[config.mk]
export PLATFORM = sky130hd
export DESIGN_NAME = tgl_loader
export DESIGN_NICKNAME = d
export VERILOG_FILES = /design/src/logic/tgl_pkg.sv /design/src/logic/tgl_loader.sv /design/src/logic/tgl_serial_tx.sv /design/src/logic/tgl_apb_regs.sv
export SDC_FILE = /design/constraint.sdc
export NUM_CORES = 1
export LEC_CHECK = 0
export BUFFER_PORTS_ARGS = -buffer_cell sky130_fd_sc_hd__buf_2
export CORE_MARGIN = 5
export CORE_UTILIZATION = 60
export CTS_CLUSTER_DIAMETER = 30
export DETAILED_ROUTE_END_ITERATION = 6
export MAX_ROUTING_LAYER = met4
export PLACE_DENSITY_LB_ADDON = 0.05
export SLEW_MARGIN = 5
export SYNTH_ARGS = -nofsm -noshare
export SYNTH_HDL_FRONTEND = slang
export SYNTH_SLANG_ARGS = --single-unit
[constraint.sdc]
create_clock -name pclk -period 2.99 [get_ports pclk]
set_input_delay 0.1495 -clock pclk [delete_from_list [all_inputs] [get_ports pclk]]
set_output_delay 0.1495 -clock pclk [all_outputs]
set_load 0.01 [all_outputs]
[src/logic/tgl_pkg.sv]
package tgl_pkg;

  // ***************************************************************
  // clock and serial framing
  // ***************************************************************
  localparam int unsigned CLK_MHZ      = 25;
  localparam int unsigned FRAME_W      = 256;
  localparam int unsigned LEN_W        = 9;
  localparam int unsigned HDR_W        = 8;
  localparam logic [2:0]  DEV_AFE_ONE  = 3'h1;
  localparam logic [2:0]  DEV_AFE_TWO  = 3'h2;
  localparam logic [2:0]  DEV_TIMING   = 3'h3;
  localparam logic        RW_WRITE     = 1'h0;
  localparam logic        AFE_TEST_BIT = 1'h0;

  // ***************************************************************
  // front-end defaults, loaded before the timing generator
  // ***************************************************************
  localparam int unsigned AFE_DATA_W   = 10;
  localparam int unsigned AFE_REGS     = 4;
  localparam logic [9:0]  AFE_VAL_OPER = 10'h000;
  localparam logic [9:0]  AFE_VAL_CTRL = 10'h000;
  localparam logic [9:0]  AFE_VAL_CLMP = 10'h060;
  localparam logic [9:0]  AFE_VAL_GAIN = 10'h014;

  // ***************************************************************
  // timing generator register addresses and widths
  // ***************************************************************
  localparam logic [3:0]  TG_REG_SETUP    = 4'h1;
  localparam logic [3:0]  TG_REG_CONTROL  = 4'h2;
  localparam logic [3:0]  TG_REG_SHUTTER  = 4'h3;
  localparam int unsigned SETUP_W         = 202;
  localparam int unsigned CONTROL_W       = 2;
  localparam int unsigned SHUTTER_W       = 30;
  localparam int unsigned PIX_W           = 13;

  // ***************************************************************
  // general setup values, single/binning and dual channel
  // ***************************************************************
  localparam logic [12:0] PIX_PER_LINE_SGL = 13'h0460;
  localparam logic [12:0] PIX_PER_LINE_DUAL = 13'h0230;
  localparam logic [12:0] LV_START          = 13'h0009;
  localparam logic [1:0]  LV_QUAD_START     = 2'h0;
  localparam logic [12:0] LV_END_SGL        = 13'h045F;
  localparam logic [12:0] LV_END_DUAL       = 13'h022F;
  localparam logic [12:0] OB1_START         = 13'h0004;
  localparam logic [12:0] OB1_END           = 13'h000E;
  localparam logic [12:0] OB2_START         = 13'h0006;
  localparam logic [12:0] OB2_END_SGL       = 13'h041E;
  localparam logic [12:0] OB2_END_DUAL      = 13'h020F;
  localparam logic [12:0] DM_EDGE           = 13'h0000;
  localparam logic [12:0] BLANK_START_SGL   = 13'h045F;
  localparam logic [12:0] BLANK_START_DUAL  = 13'h022F;
  localparam logic [12:0] BLANK_END         = 13'h0001;

  // output enables, one bit per clock, lowest bit first
  localparam logic EN_RESET_GATE   = 1'h1;
  localparam logic EN_HORIZ_SIX    = 1'h0;
  localparam logic EN_HORIZ_FOUR   = 1'h1;
  localparam logic EN_HORIZ_FIVE   = 1'h0;
  localparam logic EN_SAMPLE_TWO   = 1'h1;
  localparam logic EN_SAMPLE_FOUR  = 1'h1;
  localparam logic EN_CONV_CLOCK   = 1'h1;
  localparam logic EN_GRAB_CLOCK   = 1'h1;
  localparam logic EN_PIXEL_RATE   = 1'h1;
  localparam logic EN_HORIZ_THREE  = 1'h1;
  localparam logic EN_HORIZ_ONE    = 1'h1;
  localparam logic EN_HORIZ_TWO    = 1'h1;
  localparam logic EN_SAMPLE_ONE   = 1'h1;
  localparam logic EN_SAMPLE_THREE = 1'h1;
  localparam logic [12:0] HIGH_DRIVE_ALL = 13'h0000;
  localparam logic [3:0]  DLL_RANGE      = 4'h8;

  // ***************************************************************
  // general control and shutter
  // ***************************************************************
  localparam logic        LOW_POWER_OFF = 1'h0;
  localparam logic        MODE_PROGRAM  = 1'h0;
  localparam logic        MODE_EXECUTE  = 1'h1;
  localparam logic [9:0]  SHUT_SETUP    = 10'h01E;
  localparam logic [9:0]  SHUT_WIDTH    = 10'h096;
  localparam logic [9:0]  SHUT_HOLD     = 10'h014;

  // ***************************************************************
  // load sequence
  // ***************************************************************
  localparam logic [3:0] STEP_AFE_LAST = 4'h7;
  localparam logic [3:0] STEP_PROGRAM  = 4'h8;
  localparam logic [3:0] STEP_SETUP    = 4'h9;
  localparam logic [3:0] STEP_SHUTTER  = 4'hA;
  localparam logic [3:0] STEP_EXECUTE  = 4'hB;

  typedef enum logic [2:0]
  {
    ST_IDLE  = 3'b000,
    ST_LATCH = 3'b001,
    ST_ISSUE = 3'b010,
    ST_WAIT  = 3'b011,
    ST_DONE  = 3'b100
  } tgl_state_t;

  // ***************************************************************
  // apb register map
  // ***************************************************************
  localparam int unsigned ADDR_W      = 12;
  localparam logic [11:0] OFS_CTRL    = 12'h000;
  localparam logic [11:0] OFS_STATUS  = 12'h004;
  localparam logic [11:0] OFS_VERSION = 12'h008;
  localparam int unsigned CTRL_RELOAD = 0;
  localparam int unsigned STAT_BUSY   = 0;
  localparam int unsigned STAT_DONE   = 1;
  localparam int unsigned STAT_DUAL   = 2;
  localparam int unsigned STAT_EXEC   = 3;
  localparam int unsigned STAT_STEP   = 4;
  // arbitrary value
  localparam logic [31:0] VERSION_VAL = 32'h0000_0101;

endpackage

[src/logic/tgl_loader.sv]
// Our own choices: the address map and the APB slave port.
`timescale 1ns/100ps
// Contract
// - general setup shares one value set; dual channel swaps only differing fields
// - line length 1120 or 560; line valid from 9 to 1119 or 559
// - line valid quadrature start phase written as zero always
// - clamp one spans 4..14; clamp two 6..1054 or 6..527
// - both dummy-pixel clamp windows start and end at zero
// - blanking starts at 1119 or 559 and ends at 1, wrapping
// - enables one for gate, horiz one-four, samples, data, pixel; five, six zero
// - every high-drive option written zero, normal drive strength
// - delay-locked-loop range field written as 8
// - low-power bit always written zero
// - mode bit zero is program, one is execution
// - shutter setup 30, width 150, hold 20 clocks
// - generator fires shutter on line register match or forced frame entry
// - shutter pulse sits before the vertical clocking interval
// - after reset, front end loads first, then timing generator
// - shutter line beyond frame length gives no pulse; board counter times
module tgl_loader
(
  // clock and reset
  input  wire logic                        pclk,
  input  wire logic                        presetn,
  // apb slave
  input  wire logic                        psel,
  input  wire logic                        penable,
  input  wire logic                        pwrite,
  input  wire logic [tgl_pkg::ADDR_W-1:0]  paddr,
  input  wire logic [31:0]                 pwdata,
  output logic [31:0]                      prdata,
  output logic                             pready,
  output logic                             pslverr,
  // board mode switch
  input  wire logic                        dual_mode_sw,
  // three-wire serial port
  output logic                             ser_clk,
  output logic                             ser_data,
  output logic                             ser_load_n,
  // load status
  output logic                             init_done
);

  tgl_pkg::tgl_state_t st_q, st_d;
  logic [3:0]                    step_q, step_d;
  logic                          dual_q, dual_d;
  logic                          done_q, done_d;
  logic                          exec_q, exec_d;

  // shifter handshake and reload pulse
  logic                          tx_start;
  logic                          tx_busy;
  logic                          tx_done;
  logic                          reload;

  // frame assembly
  logic [tgl_pkg::FRAME_W-1:0]   frame;
  logic [tgl_pkg::LEN_W-1:0]     frame_len;
  logic [tgl_pkg::SETUP_W-1:0]   setup_word;
  logic [tgl_pkg::SHUTTER_W-1:0] shutter_word;
  logic [13:0]                   enables;
  logic [9:0]                    afe_val;
  logic [2:0]                    afe_dev;
  logic [2:0]                    afe_addr;
  logic [31:0]                   status_word;

  // ***************************************************************
  // general setup word, highest field first
  // ***************************************************************
  always_comb
  begin
    enables = {tgl_pkg::EN_SAMPLE_THREE,
               tgl_pkg::EN_SAMPLE_ONE,
               tgl_pkg::EN_HORIZ_TWO,
               tgl_pkg::EN_HORIZ_ONE,
               tgl_pkg::EN_HORIZ_THREE,
               tgl_pkg::EN_PIXEL_RATE,
               tgl_pkg::EN_GRAB_CLOCK,
               tgl_pkg::EN_CONV_CLOCK,
               tgl_pkg::EN_SAMPLE_FOUR,
               tgl_pkg::EN_SAMPLE_TWO,
               tgl_pkg::EN_HORIZ_FIVE,
               tgl_pkg::EN_HORIZ_FOUR,
               tgl_pkg::EN_HORIZ_SIX,
               tgl_pkg::EN_RESET_GATE};
    // only the differing fields follow the latched mode
    setup_word = {tgl_pkg::DLL_RANGE,
                  tgl_pkg::HIGH_DRIVE_ALL,
                  enables,
                  tgl_pkg::BLANK_END,
                  dual_q ? tgl_pkg::BLANK_START_DUAL : tgl_pkg::BLANK_START_SGL,
                  tgl_pkg::DM_EDGE,
                  tgl_pkg::DM_EDGE,
                  tgl_pkg::DM_EDGE,
                  tgl_pkg::DM_EDGE,
                  dual_q ? tgl_pkg::OB2_END_DUAL : tgl_pkg::OB2_END_SGL,
                  tgl_pkg::OB2_START,
                  tgl_pkg::OB1_END,
                  tgl_pkg::OB1_START,
                  dual_q ? tgl_pkg::LV_END_DUAL : tgl_pkg::LV_END_SGL,
                  tgl_pkg::LV_QUAD_START,
                  tgl_pkg::LV_START,
                  dual_q ? tgl_pkg::PIX_PER_LINE_DUAL : tgl_pkg::PIX_PER_LINE_SGL};
    // shutter line register is not loaded here; the generator keeps the trigger
    // line match or forced frame entry fires the pulse
    // pulse always ahead of vertical clocking
    // out-of-range line: no pulse, board counter times exposure
    shutter_word = {tgl_pkg::SHUT_HOLD,
                    tgl_pkg::SHUT_WIDTH,
                    tgl_pkg::SHUT_SETUP};
  end

  // ***************************************************************
  // frame selection per load step
  // ***************************************************************
  always_comb
  begin
    // steps 0 to 3 feed front end one, 4 to 7 front end two
    afe_dev  = (step_q[2] == 1'b0) ? tgl_pkg::DEV_AFE_ONE : tgl_pkg::DEV_AFE_TWO;
    afe_addr = {1'b0, step_q[1:0]};

    case (step_q[1:0])
      2'h0:    afe_val = tgl_pkg::AFE_VAL_OPER;
      2'h1:    afe_val = tgl_pkg::AFE_VAL_CTRL;
      2'h2:    afe_val = tgl_pkg::AFE_VAL_CLMP;
      default: afe_val = tgl_pkg::AFE_VAL_GAIN;
    endcase

    frame     = '0;
    frame_len = '0;
    // device select goes out msb first, address and data lsb first
    case (step_q)
      tgl_pkg::STEP_PROGRAM:
      begin
        frame[tgl_pkg::HDR_W+tgl_pkg::CONTROL_W-1:0] =
          {tgl_pkg::MODE_PROGRAM,
           tgl_pkg::LOW_POWER_OFF,
           tgl_pkg::TG_REG_CONTROL,
           tgl_pkg::RW_WRITE,
           tgl_pkg::DEV_TIMING[0],
           tgl_pkg::DEV_TIMING[1],
           tgl_pkg::DEV_TIMING[2]};
        frame_len = 9'(tgl_pkg::HDR_W + tgl_pkg::CONTROL_W);
      end

      tgl_pkg::STEP_SETUP:
      begin
        frame[tgl_pkg::HDR_W+tgl_pkg::SETUP_W-1:0] =
          {setup_word,
           tgl_pkg::TG_REG_SETUP,
           tgl_pkg::RW_WRITE,
           tgl_pkg::DEV_TIMING[0],
           tgl_pkg::DEV_TIMING[1],
           tgl_pkg::DEV_TIMING[2]};
        frame_len = 9'(tgl_pkg::HDR_W + tgl_pkg::SETUP_W);
      end

      tgl_pkg::STEP_SHUTTER:
      begin
        frame[tgl_pkg::HDR_W+tgl_pkg::SHUTTER_W-1:0] =
          {shutter_word,
           tgl_pkg::TG_REG_SHUTTER,
           tgl_pkg::RW_WRITE,
           tgl_pkg::DEV_TIMING[0],
           tgl_pkg::DEV_TIMING[1],
           tgl_pkg::DEV_TIMING[2]};
        frame_len = 9'(tgl_pkg::HDR_W + tgl_pkg::SHUTTER_W);
      end

      tgl_pkg::STEP_EXECUTE:
      begin
        frame[tgl_pkg::HDR_W+tgl_pkg::CONTROL_W-1:0] =
          {tgl_pkg::MODE_EXECUTE,
           tgl_pkg::LOW_POWER_OFF,
           tgl_pkg::TG_REG_CONTROL,
           tgl_pkg::RW_WRITE,
           tgl_pkg::DEV_TIMING[0],
           tgl_pkg::DEV_TIMING[1],
           tgl_pkg::DEV_TIMING[2]};
        frame_len = 9'(tgl_pkg::HDR_W + tgl_pkg::CONTROL_W);
      end

      default:
      begin
        frame[tgl_pkg::HDR_W+tgl_pkg::AFE_DATA_W-1:0] =
          {afe_val,
           tgl_pkg::AFE_TEST_BIT,
           afe_addr,
           tgl_pkg::RW_WRITE,
           afe_dev[0],
           afe_dev[1],
           afe_dev[2]};
        frame_len = 9'(tgl_pkg::HDR_W + tgl_pkg::AFE_DATA_W);
      end
    endcase
  end

  // ***************************************************************
  // load sequencer
  // ***************************************************************
  always_comb
  begin
    st_d     = st_q;
    step_d   = step_q;
    dual_d   = dual_q;
    done_d   = done_q;
    exec_d   = exec_q;
    tx_start = 1'b0;

    case (st_q)
      tgl_pkg::ST_LATCH:
      begin
        // switch caught by a clocked step after release, never by reset
        dual_d = dual_mode_sw;
        step_d = 4'h0;
        exec_d = 1'b0;
        st_d   = tgl_pkg::ST_ISSUE;
      end

      tgl_pkg::ST_ISSUE:
      begin
        // one frame at a time: start only once the shifter is idle
        tx_start = !tx_busy;
        if (!tx_busy)
        begin
          st_d = tgl_pkg::ST_WAIT;
        end
      end

      tgl_pkg::ST_WAIT:
      begin
        if (tx_done)
        begin
          if (step_q == tgl_pkg::STEP_EXECUTE)
          begin
            exec_d = 1'b1;
            st_d   = tgl_pkg::ST_DONE;
          end
          else
          begin
            // advance only on done, after the last bit has gone out
            step_d = step_q + 4'h1;
            st_d   = tgl_pkg::ST_ISSUE;
          end
        end
      end

      tgl_pkg::ST_DONE:
      begin
        // done and idle status appear on the same edge
        done_d = 1'b1;
        st_d   = tgl_pkg::ST_IDLE;
      end

      tgl_pkg::ST_IDLE:
      begin
        if (reload)
        begin
          // reload ignored mid-sequence; done only drops when a new load starts
          done_d = 1'b0;
          st_d   = tgl_pkg::ST_LATCH;
        end
      end

      default:
      begin
        st_d = tgl_pkg::ST_IDLE;
      end
    endcase
  end

  always_ff @(posedge pclk or negedge presetn)
  begin
    if (!presetn)
    begin
      // any reset restarts the load from the front end
      st_q   <= tgl_pkg::ST_LATCH;
      step_q <= 4'h0;
      dual_q <= 1'b0;
      done_q <= 1'b0;
      exec_q <= 1'b0;
    end
    else
    begin
      st_q   <= st_d;
      step_q <= step_d;
      dual_q <= dual_d;
      done_q <= done_d;
      exec_q <= exec_d;
    end
  end

  // ***************************************************************
  // status word
  // ***************************************************************
  always_comb
  begin
    // busy from latch until done is set
    status_word                                   = 32'h0000_0000;
    status_word[tgl_pkg::STAT_BUSY]               = (st_q != tgl_pkg::ST_IDLE);
    status_word[tgl_pkg::STAT_DONE]               = done_q;
    status_word[tgl_pkg::STAT_DUAL]               = dual_q;
    status_word[tgl_pkg::STAT_EXEC]               = exec_q;
    status_word[tgl_pkg::STAT_STEP+3:tgl_pkg::STAT_STEP] = step_q;
  end

  assign init_done = done_q;

  // ***************************************************************
  // register slave and serial shifter
  // ***************************************************************
  tgl_apb_regs u_regs
  (
    .pclk        (pclk),
    .presetn     (presetn),
    .psel        (psel),
    .penable     (penable),
    .pwrite      (pwrite),
    .paddr       (paddr),
    .pwdata      (pwdata),
    .prdata      (prdata),
    .pready      (pready),
    .pslverr     (pslverr),
    .status_word (status_word),
    .reload      (reload)
  );

  tgl_serial_tx u_tx
  (
    .pclk       (pclk),
    .presetn    (presetn),
    .start      (tx_start),
    .frame      (frame),
    .frame_len  (frame_len),
    .busy       (tx_busy),
    .done       (tx_done),
    .ser_clk    (ser_clk),
    .ser_data   (ser_data),
    .ser_load_n (ser_load_n)
  );

endmodule

[src/logic/tgl_serial_tx.sv]
`timescale 1ns/100ps
module tgl_serial_tx
(
  // clock and reset
  input  wire logic                            pclk,
  input  wire logic                            presetn,
  // frame request
  input  wire logic                            start,
  input  wire logic [tgl_pkg::FRAME_W-1:0]     frame,
  input  wire logic [tgl_pkg::LEN_W-1:0]       frame_len,
  output logic                                 busy,
  output logic                                 done,
  // three-wire serial port
  output logic                                 ser_clk,
  output logic                                 ser_data,
  output logic                                 ser_load_n
);

  logic [tgl_pkg::FRAME_W-1:0] sh_q, sh_d;
  logic [tgl_pkg::LEN_W-1:0]   cnt_q, cnt_d;
  logic                        act_q, act_d;
  logic                        ph_q, ph_d;
  logic                        clk_q, clk_d;
  logic                        dat_q, dat_d;
  logic                        ld_q, ld_d;
  logic                        done_q, done_d;

  // ***************************************************************
  // shifter: bit 0 first, data changes while the serial clock is low
  // ***************************************************************
  always_comb
  begin
    sh_d   = sh_q;
    cnt_d  = cnt_q;
    act_d  = act_q;
    ph_d   = ph_q;
    clk_d  = clk_q;
    dat_d  = dat_q;
    ld_d   = ld_q;
    done_d = 1'b0;
    if (!act_q && start)
    begin
      sh_d  = frame;
      cnt_d = frame_len - 9'h001;
      act_d = 1'b1;
      ph_d  = 1'b0;
      clk_d = 1'b0;
      dat_d = frame[0];
      ld_d  = 1'b0;
    end
    else if (act_q && !ph_q)
    begin
      clk_d = 1'b1;
      ph_d  = 1'b1;
    end
    else if (act_q)
    begin
      clk_d = 1'b0;
      ph_d  = 1'b0;
      if (cnt_q == '0)
      begin
        // load rises only after the last bit is clocked: one write per frame
        act_d  = 1'b0;
        ld_d   = 1'b1;
        dat_d  = 1'b0;
        done_d = 1'b1;
      end
      else
      begin
        sh_d  = sh_q >> 1;
        dat_d = sh_q[1];
        cnt_d = cnt_q - 9'h001;
      end
    end
  end

  always_ff @(posedge pclk or negedge presetn)
  begin
    if (!presetn)
    begin
      sh_q   <= '0;
      cnt_q  <= '0;
      act_q  <= 1'b0;
      ph_q   <= 1'b0;
      clk_q  <= 1'b0;
      dat_q  <= 1'b0;
      ld_q   <= 1'b1;
      done_q <= 1'b0;
    end
    else
    begin
      sh_q   <= sh_d;
      cnt_q  <= cnt_d;
      act_q  <= act_d;
      ph_q   <= ph_d;
      clk_q  <= clk_d;
      dat_q  <= dat_d;
      ld_q   <= ld_d;
      done_q <= done_d;
    end
  end

  assign busy       = act_q;
  assign done       = done_q;
  assign ser_clk    = clk_q;
  assign ser_data   = dat_q;
  assign ser_load_n = ld_q;

endmodule

[src/logic/tgl_apb_regs.sv]
`timescale 1ns/100ps
module tgl_apb_regs
(
  // clock and reset
  input  wire logic                        pclk,
  input  wire logic                        presetn,
  // apb slave
  input  wire logic                        psel,
  input  wire logic                        penable,
  input  wire logic                        pwrite,
  input  wire logic [tgl_pkg::ADDR_W-1:0]  paddr,
  input  wire logic [31:0]                 pwdata,
  output logic [31:0]                      prdata,
  output logic                             pready,
  output logic                             pslverr,
  // loader side
  input  wire logic [31:0]                 status_word,
  output logic                             reload
);

  logic        rdy_q, rdy_d;
  logic        err_q, err_d;
  logic [31:0] rd_q, rd_d;
  logic        rl_q, rl_d;
  logic        hit;

  // ***************************************************************
  // one wait state; the write lands on the edge that sees pready
  // ***************************************************************
  always_comb
  begin
    hit  = (paddr == tgl_pkg::OFS_CTRL) || (paddr == tgl_pkg::OFS_STATUS) ||
           (paddr == tgl_pkg::OFS_VERSION);
    rdy_d = psel && penable && !rdy_q;
    err_d = rdy_d && !hit;
    rd_d  = 32'h0000_0000;
    if (rdy_d && !pwrite)
    begin
      case (paddr)
        tgl_pkg::OFS_STATUS:  rd_d = status_word;
        tgl_pkg::OFS_VERSION: rd_d = tgl_pkg::VERSION_VAL;
        default:              rd_d = 32'h0000_0000;
      endcase
    end
    rl_d = psel && penable && rdy_q && pwrite && (paddr == tgl_pkg::OFS_CTRL) &&
           pwdata[tgl_pkg::CTRL_RELOAD];
  end

  always_ff @(posedge pclk or negedge presetn)
  begin
    if (!presetn)
    begin
      rdy_q <= 1'b0;
      err_q <= 1'b0;
      rd_q  <= 32'h0000_0000;
      rl_q  <= 1'b0;
    end
    else
    begin
      rdy_q <= rdy_d;
      err_q <= err_d;
      rd_q  <= rd_d;
      rl_q  <= rl_d;
    end
  end

  assign pready  = rdy_q;
  assign pslverr = err_q;
  assign prdata  = rd_q;
  assign reload  = rl_q;

endmodule

==> results of run 1 <==
==> logic make-up (layout without fill, tap and decap cells) <==
group / count (synthesis) / in the layout / synth area share
AND/OR/NAND/NOR: 332 / 332 / 0.1588
AO/OA/AOI/OAI: 251 / 251 / 0.1592
flip-flops: 245 / 245 / 0.5880
buffers and inverters: 176 / 223 / 0.08132
adder cells (fa/ha/maj): 5 / 5 / 0.005997
multiplexers: 5 / 5 / 0.005517
other: 1 / 23 / 0.0003595
XOR/XNOR: 1 / 1 / 0.0008398
==> registers in the layout (all words and copies together) (netlist names), 3 cells and up <==
signal         count
step_q             4
u_tx.sh_q        209
u_tx.cnt_q         9
st_q               3
u_regs.prdata      9
==> metrics by stage <==
step	power (W)	setup WS (ns)	std cells	hold WS, ns	utilization
2_1_floorplan	0.005863	0.2771	1038	-0.1461	-
3_3_place_gp	0.006530	0.6359	1209	0.2099	0.6187
3_5_place_dp	0.006533	0.5511	1209	0.2166	0.6187
4_1_cts	0.01159	0.4895	1310	0.1548	0.7166
5_1_grt	0.01208	0.3685	1310	0.2589	0.7166
6_report	0.01149	0.5087	1310	0.2144	0.7166
==> worst max path at each step <==
stage | start | endpoint | slack [ns] | cells past startpoint
2_1_floorplan | st_q[2]$_DFFE_PN0P_ | u_tx.cnt_q[6]$_DFFE_PN0P_ | 0.28 | 9
3_3_place_gp | st_q[2]$_DFFE_PN0P_ | u_tx.cnt_q[6]$_DFFE_PN0P_ | 0.64 | 7
3_5_place_dp | st_q[2]$_DFFE_PN0P_ | u_tx.cnt_q[6]$_DFFE_PN0P_ | 0.55 | 7
4_1_cts | st_q[2]$_DFFE_PN0P_ | u_tx.cnt_q[6]$_DFFE_PN0P_ | 0.49 | 7
5_1_grt | st_q[1]$_DFFE_PN0P_ | u_tx.cnt_q[8]$_DFFE_PN0P_ | 0.37 | 8
6_report | st_q[2]$_DFFE_PN0P_ | u_tx.cnt_q[6]$_DFFE_PN0P_ | 0.51 | 7
==> per-layer routing <==
layer / up-vias / global-route usage
met1: 3856 / 0.3083
li1: 3573 / -
met2: 133 / 0.3717
met3: 27 / 0.04382
met5: - / -
met4: 0 / 0.06364
==> worst min-delay path: stages <==
cell                      delay [ns]
sky130_fd_sc_hd__buf_2          0.08
sky130_fd_sc_hd__nor4_1         0.04
sky130_fd_sc_hd__nand4_1        0.12
sky130_fd_sc_hd__nor3b_1        0.12
sky130_fd_sc_hd__and2_1         0.17
==> power by group <==
part / internal [W] / switching, W
combinational: 0.000714 / 0.00188
sequential: 0.00364 / 0.000243
clock: 0.00332 / 0.00169
==> Yosys cell counts, types with 2 or more instances <==
cell type,n,share of area
sky130_fd_sc_hd__dfrtp_1,243,0.58
sky130_fd_sc_hd__nand3_1,145,0.070
sky130_fd_sc_hd__o21ai_0,80,0.038
sky130_fd_sc_hd__inv_1,72,0.026
sky130_fd_sc_hd__nor3_1,69,0.033
sky130_fd_sc_hd__a21o_1,64,0.046
sky130_fd_sc_hd__nand2_1,52,0.019
sky130_fd_sc_hd__buf_2,45,0.022
sky130_fd_sc_hd__a21oi_1,29,0.014
sky130_fd_sc_hd__buf_4,29,0.021
sky130_fd_sc_hd__nor2_1,28,0.010
sky130_fd_sc_hd__clkbuf_1,24,0.0086
sky130_fd_sc_hd__o21ai_1,19,0.0091
sky130_fd_sc_hd__o211ai_1,14,0.010
sky130_fd_sc_hd__o221a_2,11,0.012
sky130_fd_sc_hd__a221o_1,10,0.0096
sky130_fd_sc_hd__and2_1,9,0.0054
sky130_fd_sc_hd__ha_1,5,0.0060
sky130_fd_sc_hd__o31ai_1,4,0.0029
sky130_fd_sc_hd__or4_1,4,0.0029
sky130_fd_sc_hd__a31oi_1,3,0.0018
sky130_fd_sc_hd__buf_1,3,0.0011
sky130_fd_sc_hd__buf_6,3,0.0032
sky130_fd_sc_hd__nand2b_1,3,0.0018
sky130_fd_sc_hd__nand4_1,3,0.0018
sky130_fd_sc_hd__a211oi_1,2,0.0014
sky130_fd_sc_hd__dfstp_2,2,0.0050
sky130_fd_sc_hd__mux2_2,2,0.0022
sky130_fd_sc_hd__mux2i_1,2,0.0019
sky130_fd_sc_hd__nor2b_1,2,0.0012
sky130_fd_sc_hd__nor4_1,2,0.0012
sky130_fd_sc_hd__nor4b_1,2,0.0017
sky130_fd_sc_hd__o21a_1,2,0.0014
sky130_fd_sc_hd__o311ai_0,2,0.0017
==> cell usage in the layout, fill, tap and decap left out, types with 5 or more instances in the layout <==
cell / instances
sky130_fd_sc_hd__clkbuf_8: 7
sky130_fd_sc_hd__buf_12: 7
sky130_fd_sc_hd__dlygate4sd3_1: 14
sky130_fd_sc_hd__inv_1: 72
sky130_fd_sc_hd__clkbuf_16: 47
sky130_fd_sc_hd__o221a_2: 11
sky130_fd_sc_hd__a221o_1: 10
sky130_fd_sc_hd__o21ai_0: 80
sky130_fd_sc_hd__nor2_1: 28
sky130_fd_sc_hd__and2_1: 9
sky130_fd_sc_hd__a21oi_1: 29
sky130_fd_sc_hd__o211ai_1: 14
sky130_fd_sc_hd__a21o_1: 64
sky130_fd_sc_hd__o21ai_1: 19
sky130_fd_sc_hd__conb_1: 23
sky130_fd_sc_hd__nor3_1: 69
sky130_fd_sc_hd__buf_4: 10
sky130_fd_sc_hd__dfrtp_1: 243
sky130_fd_sc_hd__clkinv_4: 5
sky130_fd_sc_hd__clkbuf_1: 9
sky130_fd_sc_hd__clkinv_2: 9
sky130_fd_sc_hd__ha_1: 5
sky130_fd_sc_hd__nand3_1: 145
sky130_fd_sc_hd__nand2_1: 52
sky130_fd_sc_hd__buf_2: 32
==> final cells by class <==
cell class                      count  area (um2)  share of cell area
Timing Repair Buffer               64       530.5             0.04310
Tap cell                          225       281.5             0.02287
Sequential cell                   245        6133              0.4983
Multi-Input combinational cell    617        3551              0.2885
Clock buffer                       63        1306              0.1061
Inverter                           72       270.3             0.02196
Clock inverter                     24       235.2             0.01911
==> flow_metrics.tcl, run 1 <==
set metrics [dict create \
    portBuffers 33 \
    final.setup.tns_ns 0 \
    whs_endpoint "u_regs.prdata[1]$_DFF_PN0_" \
    cellLeakagePower_nw 6.130 \
    detailedRoute.firstIterationViolations 585 \
    max_cap_violations 0 \
    synth-edff-count 0 \
    detail_route.vias_per_cell 5.793 \
    synth-async-reset-ratio 1.000 \
    worstMarginPinSlew_ns 0.6895 \
    peakVddDrop_v 0.001617 \
    fp.dieArea_um2 20120 \
    fin_worst_skew_ns 0.02452 \
    vias 7589 \
    clk-insertion-delay-late_ns 0.54 \
    num_rows 48 \
    detail_route.wirelength_mm 21.56 \
    worst-path-max-fanout 8 \
    cp_common_cell "sky130_fd_sc_hd__nand2_1" \
    cp_top_family "simple AND/OR/NAND/NOR gates" \
    layout_worst_path_cycle_share 0.8299 \
    slew_headroom 0.5393 \
    critPathLaunchType "flip-flop" \
    arrival_time_at_the_worst_endpoint_ns 2.88 \
    flow.area_growth_from_synthesis_pct 17.99 \
    hold_path_class "primary input to flip-flop" \
    die_y_um 141.9 \
    tritoncts_clock_tree "built" \
    numCtsBuffers 47 \
    yosys_register_bits 245 \
    initial_core_utilization 0.6073 \
    pin_count 88 \
    min_period_ns 2.481 \
    nNetsFinal 1102 \
    htree_levels 2 \
    final_area_um2 12310 \
    worst_path_max_delay_cell "sky130_fd_sc_hd__or4b_4" \
    min_path_cells 5 \
    dominantRegCellSynth "sky130_fd_sc_hd__dfrtp_1" \
    gp_routability_congestion 0.7886 \
    finalHoldViolCount 0 \
    cts.root.buffer_cell "sky130_fd_sc_hd__clkbuf_16" \
    power_density_nw_per_um2 933.9 \
    dp_hpwl_mm 10.70 \
    setup_viol 0 \
    synth_sequential_area_ratio 0.5880 \
    grt_pass1_wl_mm 37.95 \
    antenna_found_initial 0 \
    worstReg2RegStart "st_q[2]$_DFFE_PN0P_" \
    met2WireLength_mm 10.49 \
    detailedRoute.firstPassIterationCount 4 \
    path_buf_inv 1 \
    cts_sinks 245 \
    cts-root-to-sink-buffers 3 \
    yosys_warnings 0 \
    placement.cell_area_um2 10630 \
    avgSynthCellArea_um2 10.27 \
    cts_setup_buffers 0 \
    grt_pass1_vias 7887 \
    total_global_routing_overflow 0 \
    detailed_route_wire_length_on_metal_1_mm 10.02 \
    synth.cell_area_um2 10430 \
    routed_wire_length_per_instance_um 16.46 \
    drc 0 \
    final_antenna_net_count 0 \
    timing.critical_path.cells "or4b_4 > nand2_1 > ha_1 > nor4b_1 > buf_4 > nand2_1 > a311o_1" \
    ctsHoldBuffers 14 \
    setup.reg_to_reg.worst_slack_ns 0.51 \
    critPathMaxStageDelay_ns 0.62 \
    global_route_usage_over_all_layers 0.2322 \
    hold_path_startpoint "paddr[10]" \
    netlist_instances 1016 \
    route.met3.wl_um 755 \
    worst-endpoint-required_ns 3.38 \
    outcome "finished, final reports clean" \
    die_x_um 141.9 \
    max_freq_mhz 403.0 \
    endpoint_kind_of_the_worst_setup_timing_path "flip-flop" \
    reg2reg_depth 7 \
    insertedDiodeCount 0 \
    grt_start_max_net_pins 132 \
    clock_transition_at_the_registers_of_the_reported_paths_ns 0.04 \
    resized_after_cts 0 \
    layout.filler_cells 1274 \
    slew_viol_final 0 \
    synth_cell_types 61 \
    critical_path.reg2reg.endpoint "u_tx.cnt_q[6]$_DFFE_PN0P_" \
    core_area_um2 17180 \
    worstSetupPathType "flip-flop to flip-flop" \
    topRoutingLayerUsed "met4" \
    drive_above_1_share 0.1429 \
    unrepaired_setup_endpoints_after_global_routing "no" \
]
Note: power is estimated with default switching activity, not from simulation.
==> inputs of run 2 (changes only) <==
--- a/config.mk
+++ b/config.mk
@@ -5,9 +5,10 @@
 export SDC_FILE = /design/constraint.sdc
 export NUM_CORES = 1
 export LEC_CHECK = 0
+export ABC_AREA = 1
 export BUFFER_PORTS_ARGS = -buffer_cell sky130_fd_sc_hd__buf_2
 export CORE_MARGIN = 5
-export CORE_UTILIZATION = 60
+export CORE_UTILIZATION = 59
 export CTS_CLUSTER_DIAMETER = 30
 export DETAILED_ROUTE_END_ITERATION = 6
 export MAX_ROUTING_LAYER = met4
==> constraint.sdc (replaced) <==
create_clock -name pclk -period 2.3 [get_ports pclk]
set_input_delay 0.115 -clock pclk [delete_from_list [all_inputs] [get_ports pclk]]
set_output_delay 0.115 -clock pclk [all_outputs]
set_load 0.01 [all_outputs]
==> run 2 against run 1 <==
Compared with the run above:
- the flow now finishes with violations (negative hold slack)
- sequential cell count stayed put
- core utilization shrank 0.23 points
- largest cell class unchanged
- sequential power increased by 11%
- highest routed layer unchanged
==> flow_metrics.tcl, run 2 <==
set metrics [dict create \
    outcome "finished, violations left" \
    violated_checks "negative hold slack" \
    layout_worst_path_cycle_share 0.9215 \
    nNetsFinal 1204 \
    detailedRoute.firstPassIterationCount 5 \
    grt_pass1_vias 7623 \
    timing.hold.ws_ns -0.0008634 \
    gp_routability_congestion 0.8065 \
    detail_route.wirelength_mm 20.00 \
    synth_sequential_area_ratio 0.5930 \
    dp_hpwl_mm 11.64 \
    synth.largest_area_cell "sky130_fd_sc_hd__dfrtp_1" \
    routed_wire_length_per_instance_um 14.19 \
    total_global_routing_overflow 0 \
    cellLeakagePower_nw 6.707 \
    die_y_um 142.4 \
    placedCellCount 1315 \
    power.switching_w 0.002231 \
    internal_portion_of_total_power_w 0.008671 \
    cp_top_family "buffers and inverters" \
    layout_common_cells "sky130_fd_sc_hd__nand2_1 (243), sky130_fd_sc_hd__dfrtp_1 (243), sky130_fd_sc_hd__inv_1 (124), sky130_fd_sc_hd__nand3_1 (82), sky130_fd_sc_hd__a22oi_1 (70)" \
    worst-path-max-fanout 4 \
    worstMarginPinSlew_ns 0.5225 \
    global_route_usage_over_all_layers 0.2168 \
    slew_viol_final 0 \
    cts_sinks 245 \
    regArea_um2 6133 \
    num_rows 48 \
    netlist_instances 1091 \
    path_depth 7 \
    final_area_um2 12310 \
    clock_transition_at_the_registers_of_the_reported_paths_ns 0.04 \
    synth.cell_area_um2 10340 \
    timing.critical_path.cells "inv_1 > nand3_1 > nor2_2 > nand2_1 > dlygate4sd3_1 > nor2_1 > dlygate4sd3_1" \
    largest_register_ffs 209 \
    vias 7403 \
    synth_cell_types 38 \
    fp.dieArea_um2 20280 \
    peakVddDrop_v 0.0006571 \
    crit_path_end "u_regs.prdata[8]$_DFF_PN0_" \
    worst_path_max_delay_cell "sky130_fd_sc_hd__dlygate4sd3_1" \
    antenna_found_initial 0 \
    flow.area_growth_from_synthesis_pct 19.04 \
    max_cap_violations 0 \
    portBuffers 33 \
    worst-endpoint-required_ns 2.74 \
    arrival_time_at_the_worst_endpoint_ns 2.56 \
    power_density_nw_per_um2 885.5 \
    setup_viol 0 \
    path_buf_inv 3 \
    layout.filler_cells 1274 \
    max_freq_mhz 471.8 \
    stdcell_count 1409 \
    switching_share 0.2046 \
    cts.root.buffer_cell "sky130_fd_sc_hd__clkbuf_16" \
    pwr-share-clk 0.589 \
    unrepaired_setup_endpoints_after_global_routing "no" \
    final.setup.tns_ns 0 \
    power.share.sequential 0.397 \
    report.power.total_w 0.01090 \
    yosys_register_bits 245 \
    worstSetupPathType "flip-flop to flip-flop" \
    placement.cell_area_um2 10680 \
    reg2reg_depth 7 \
    synth-async-reset-ratio 1.000 \
    min_period_ns 2.119 \
    power.share.combinational 0.014 \
    finalHoldViolCount 1 \
    detailedRoute.firstIterationViolations 509 \
    synth_top_cell_area_share 0.5880 \
    core_area_um2 17240 \
    crit_path_from "u_regs.pready$_DFF_PN0_" \
    htree_levels 2 \
    detail_route.vias_per_cell 5.254 \
    critPathLaunchType "flip-flop" \
    cp_common_cell "sky130_fd_sc_hd__dlygate4sd3_1" \
    grt_pass1_wl_mm 35.72 \
    pin_count 88 \
    synth-edff-count 0 \
    synth_most_common_cell "sky130_fd_sc_hd__nand2_1" \
    cts_setup_buffers 0 \
    worstReg2RegStart "u_regs.pready$_DFF_PN0_" \
    yosys_warnings 0 \
    tritoncts_clock_tree "built" \
    fin_worst_skew_ns 0.01215 \
    registers.top_by_ff_count "u_tx.sh_q" \
    netlist_top_cells_area "sky130_fd_sc_hd__dfrtp_1 (59%), sky130_fd_sc_hd__nand2_1 (8.9%), sky130_fd_sc_hd__a22oi_1 (5.1%)" \
    insertedDiodeCount 0 \
    netlist_top_cells_count "sky130_fd_sc_hd__nand2_1 (244), sky130_fd_sc_hd__dfrtp_1 (243), sky130_fd_sc_hd__inv_1 (124)" \
    clk-insertion-delay-late_ns 0.52 \
    critical_path.reg2reg.endpoint "u_regs.prdata[8]$_DFF_PN0_" \
    cts-root-to-sink-buffers 3 \
    drc 0 \
    slew_headroom 0.6517 \
    multi_input_area_um2 3261 \
    initial_core_utilization 0.6000 \
    numCtsBuffers 45 \
    final_antenna_net_count 0 \
    critPathMaxStageDelay_ns 0.58 \
    dominantRegCellSynth "sky130_fd_sc_hd__dfrtp_1" \
    avgSynthCellArea_um2 9.480 \
    setup.reg_to_reg.worst_slack_ns 0.18 \
    endpoint_kind_of_the_worst_setup_timing_path "flip-flop" \
    hold_path_class "primary input to flip-flop" \
    drive_above_1_share 0.1461 \
    die_x_um 142.4 \
    grt_start_max_net_pins 69 \
]
==> run 2: per-stage QoR <==
stage / worst slack, ns / utilization
final: 0.1805 / 0.7143
after global routing: 0.04678 / 0.7143
after CTS: 0.1912 / 0.7141
after detailed placement: 0.3253 / 0.6196
after global placement: 0.3636 / 0.6196
after floorplan: 0.4486 / -
==> run 2: cells by family after synthesis <==
family                     count (synthesis)  synth area share
AOI/OAI and AO/OA                        203            0.1263
buffers and inverters                    219            0.1002
DFF                                      245            0.5930
and+or+nand+nor                          418            0.1741
other                                      1         0.0003626
adders and majority gates                  5          0.006049
==> run 2: worst min-delay path by stage <==
stage / start / to / slack, ns / depth (start not counted)
after floorplan: presetn / dual_q$_DFFE_PN0P_ / -0.18 / 0
after global placement: presetn / u_tx.sh_q[132]$_DFFE_PN0P_ / 0.11 / 1
after detailed placement: presetn / u_tx.sh_q[132]$_DFFE_PN0P_ / 0.11 / 1
after CTS: psel / u_regs.prdata[1]$_DFF_PN0_ / 0.004 / 5
after global routing: psel / u_regs.prdata[1]$_DFF_PN0_ / 0.03 / 5
final: psel / u_regs.prdata[1]$_DFF_PN0_ / -0.0009 / 5
==> run 2: timing repair <==
| action | in CTS | in global routing |
|---|---|---|
| setup endpoints to repair | 0 | 1 |
| resized for setup | 0 | 1 |
| hold buffers | 12 | 0 |
| hold endpoints to repair | 69 | 0 |
==> run 2: area by class of cell <==
type	instances	area share
sequential	245	0.4982
inverter	133	0.04116
clock buffer	59	0.1024
tap	225	0.02287
timing repair buffer	75	0.05041
multi-input combinational	649	0.2648
clock inverter	23	0.02012
==> run 2: routing by layer <==
metal  vias up  part of all wire  global-route usage
met5         -                 0                   -
met4         0             0.017             0.05903
met3        32             0.036             0.03898
met2       117              0.47              0.3376
met1      3608              0.48              0.2979
li1       3646                 -                   -
==> run 2: power by group through the flow <==
stage / logic, W / clock network [W] / registers (W)
after detailed placement: 0.000147 / 0 / 0.00439
after CTS: 0.000160 / 0.00655 / 0.00432
after floorplan: 0.0000539 / 0 / 0.00439
after global placement: 0.000147 / 0 / 0.00439
after global routing: 0.000181 / 0.00678 / 0.00432
final: 0.000155 / 0.00642 / 0.00432
==> run 2: tightest hold or removal path, cell delays in order <==
cell and delay [ns]:
sky130_fd_sc_hd__buf_2 0.10, sky130_fd_sc_hd__nand3_1 0.10, sky130_fd_sc_hd__nor2_2 0.06, sky130_fd_sc_hd__nand2_1 0.06
sky130_fd_sc_hd__nor2_1 0.04
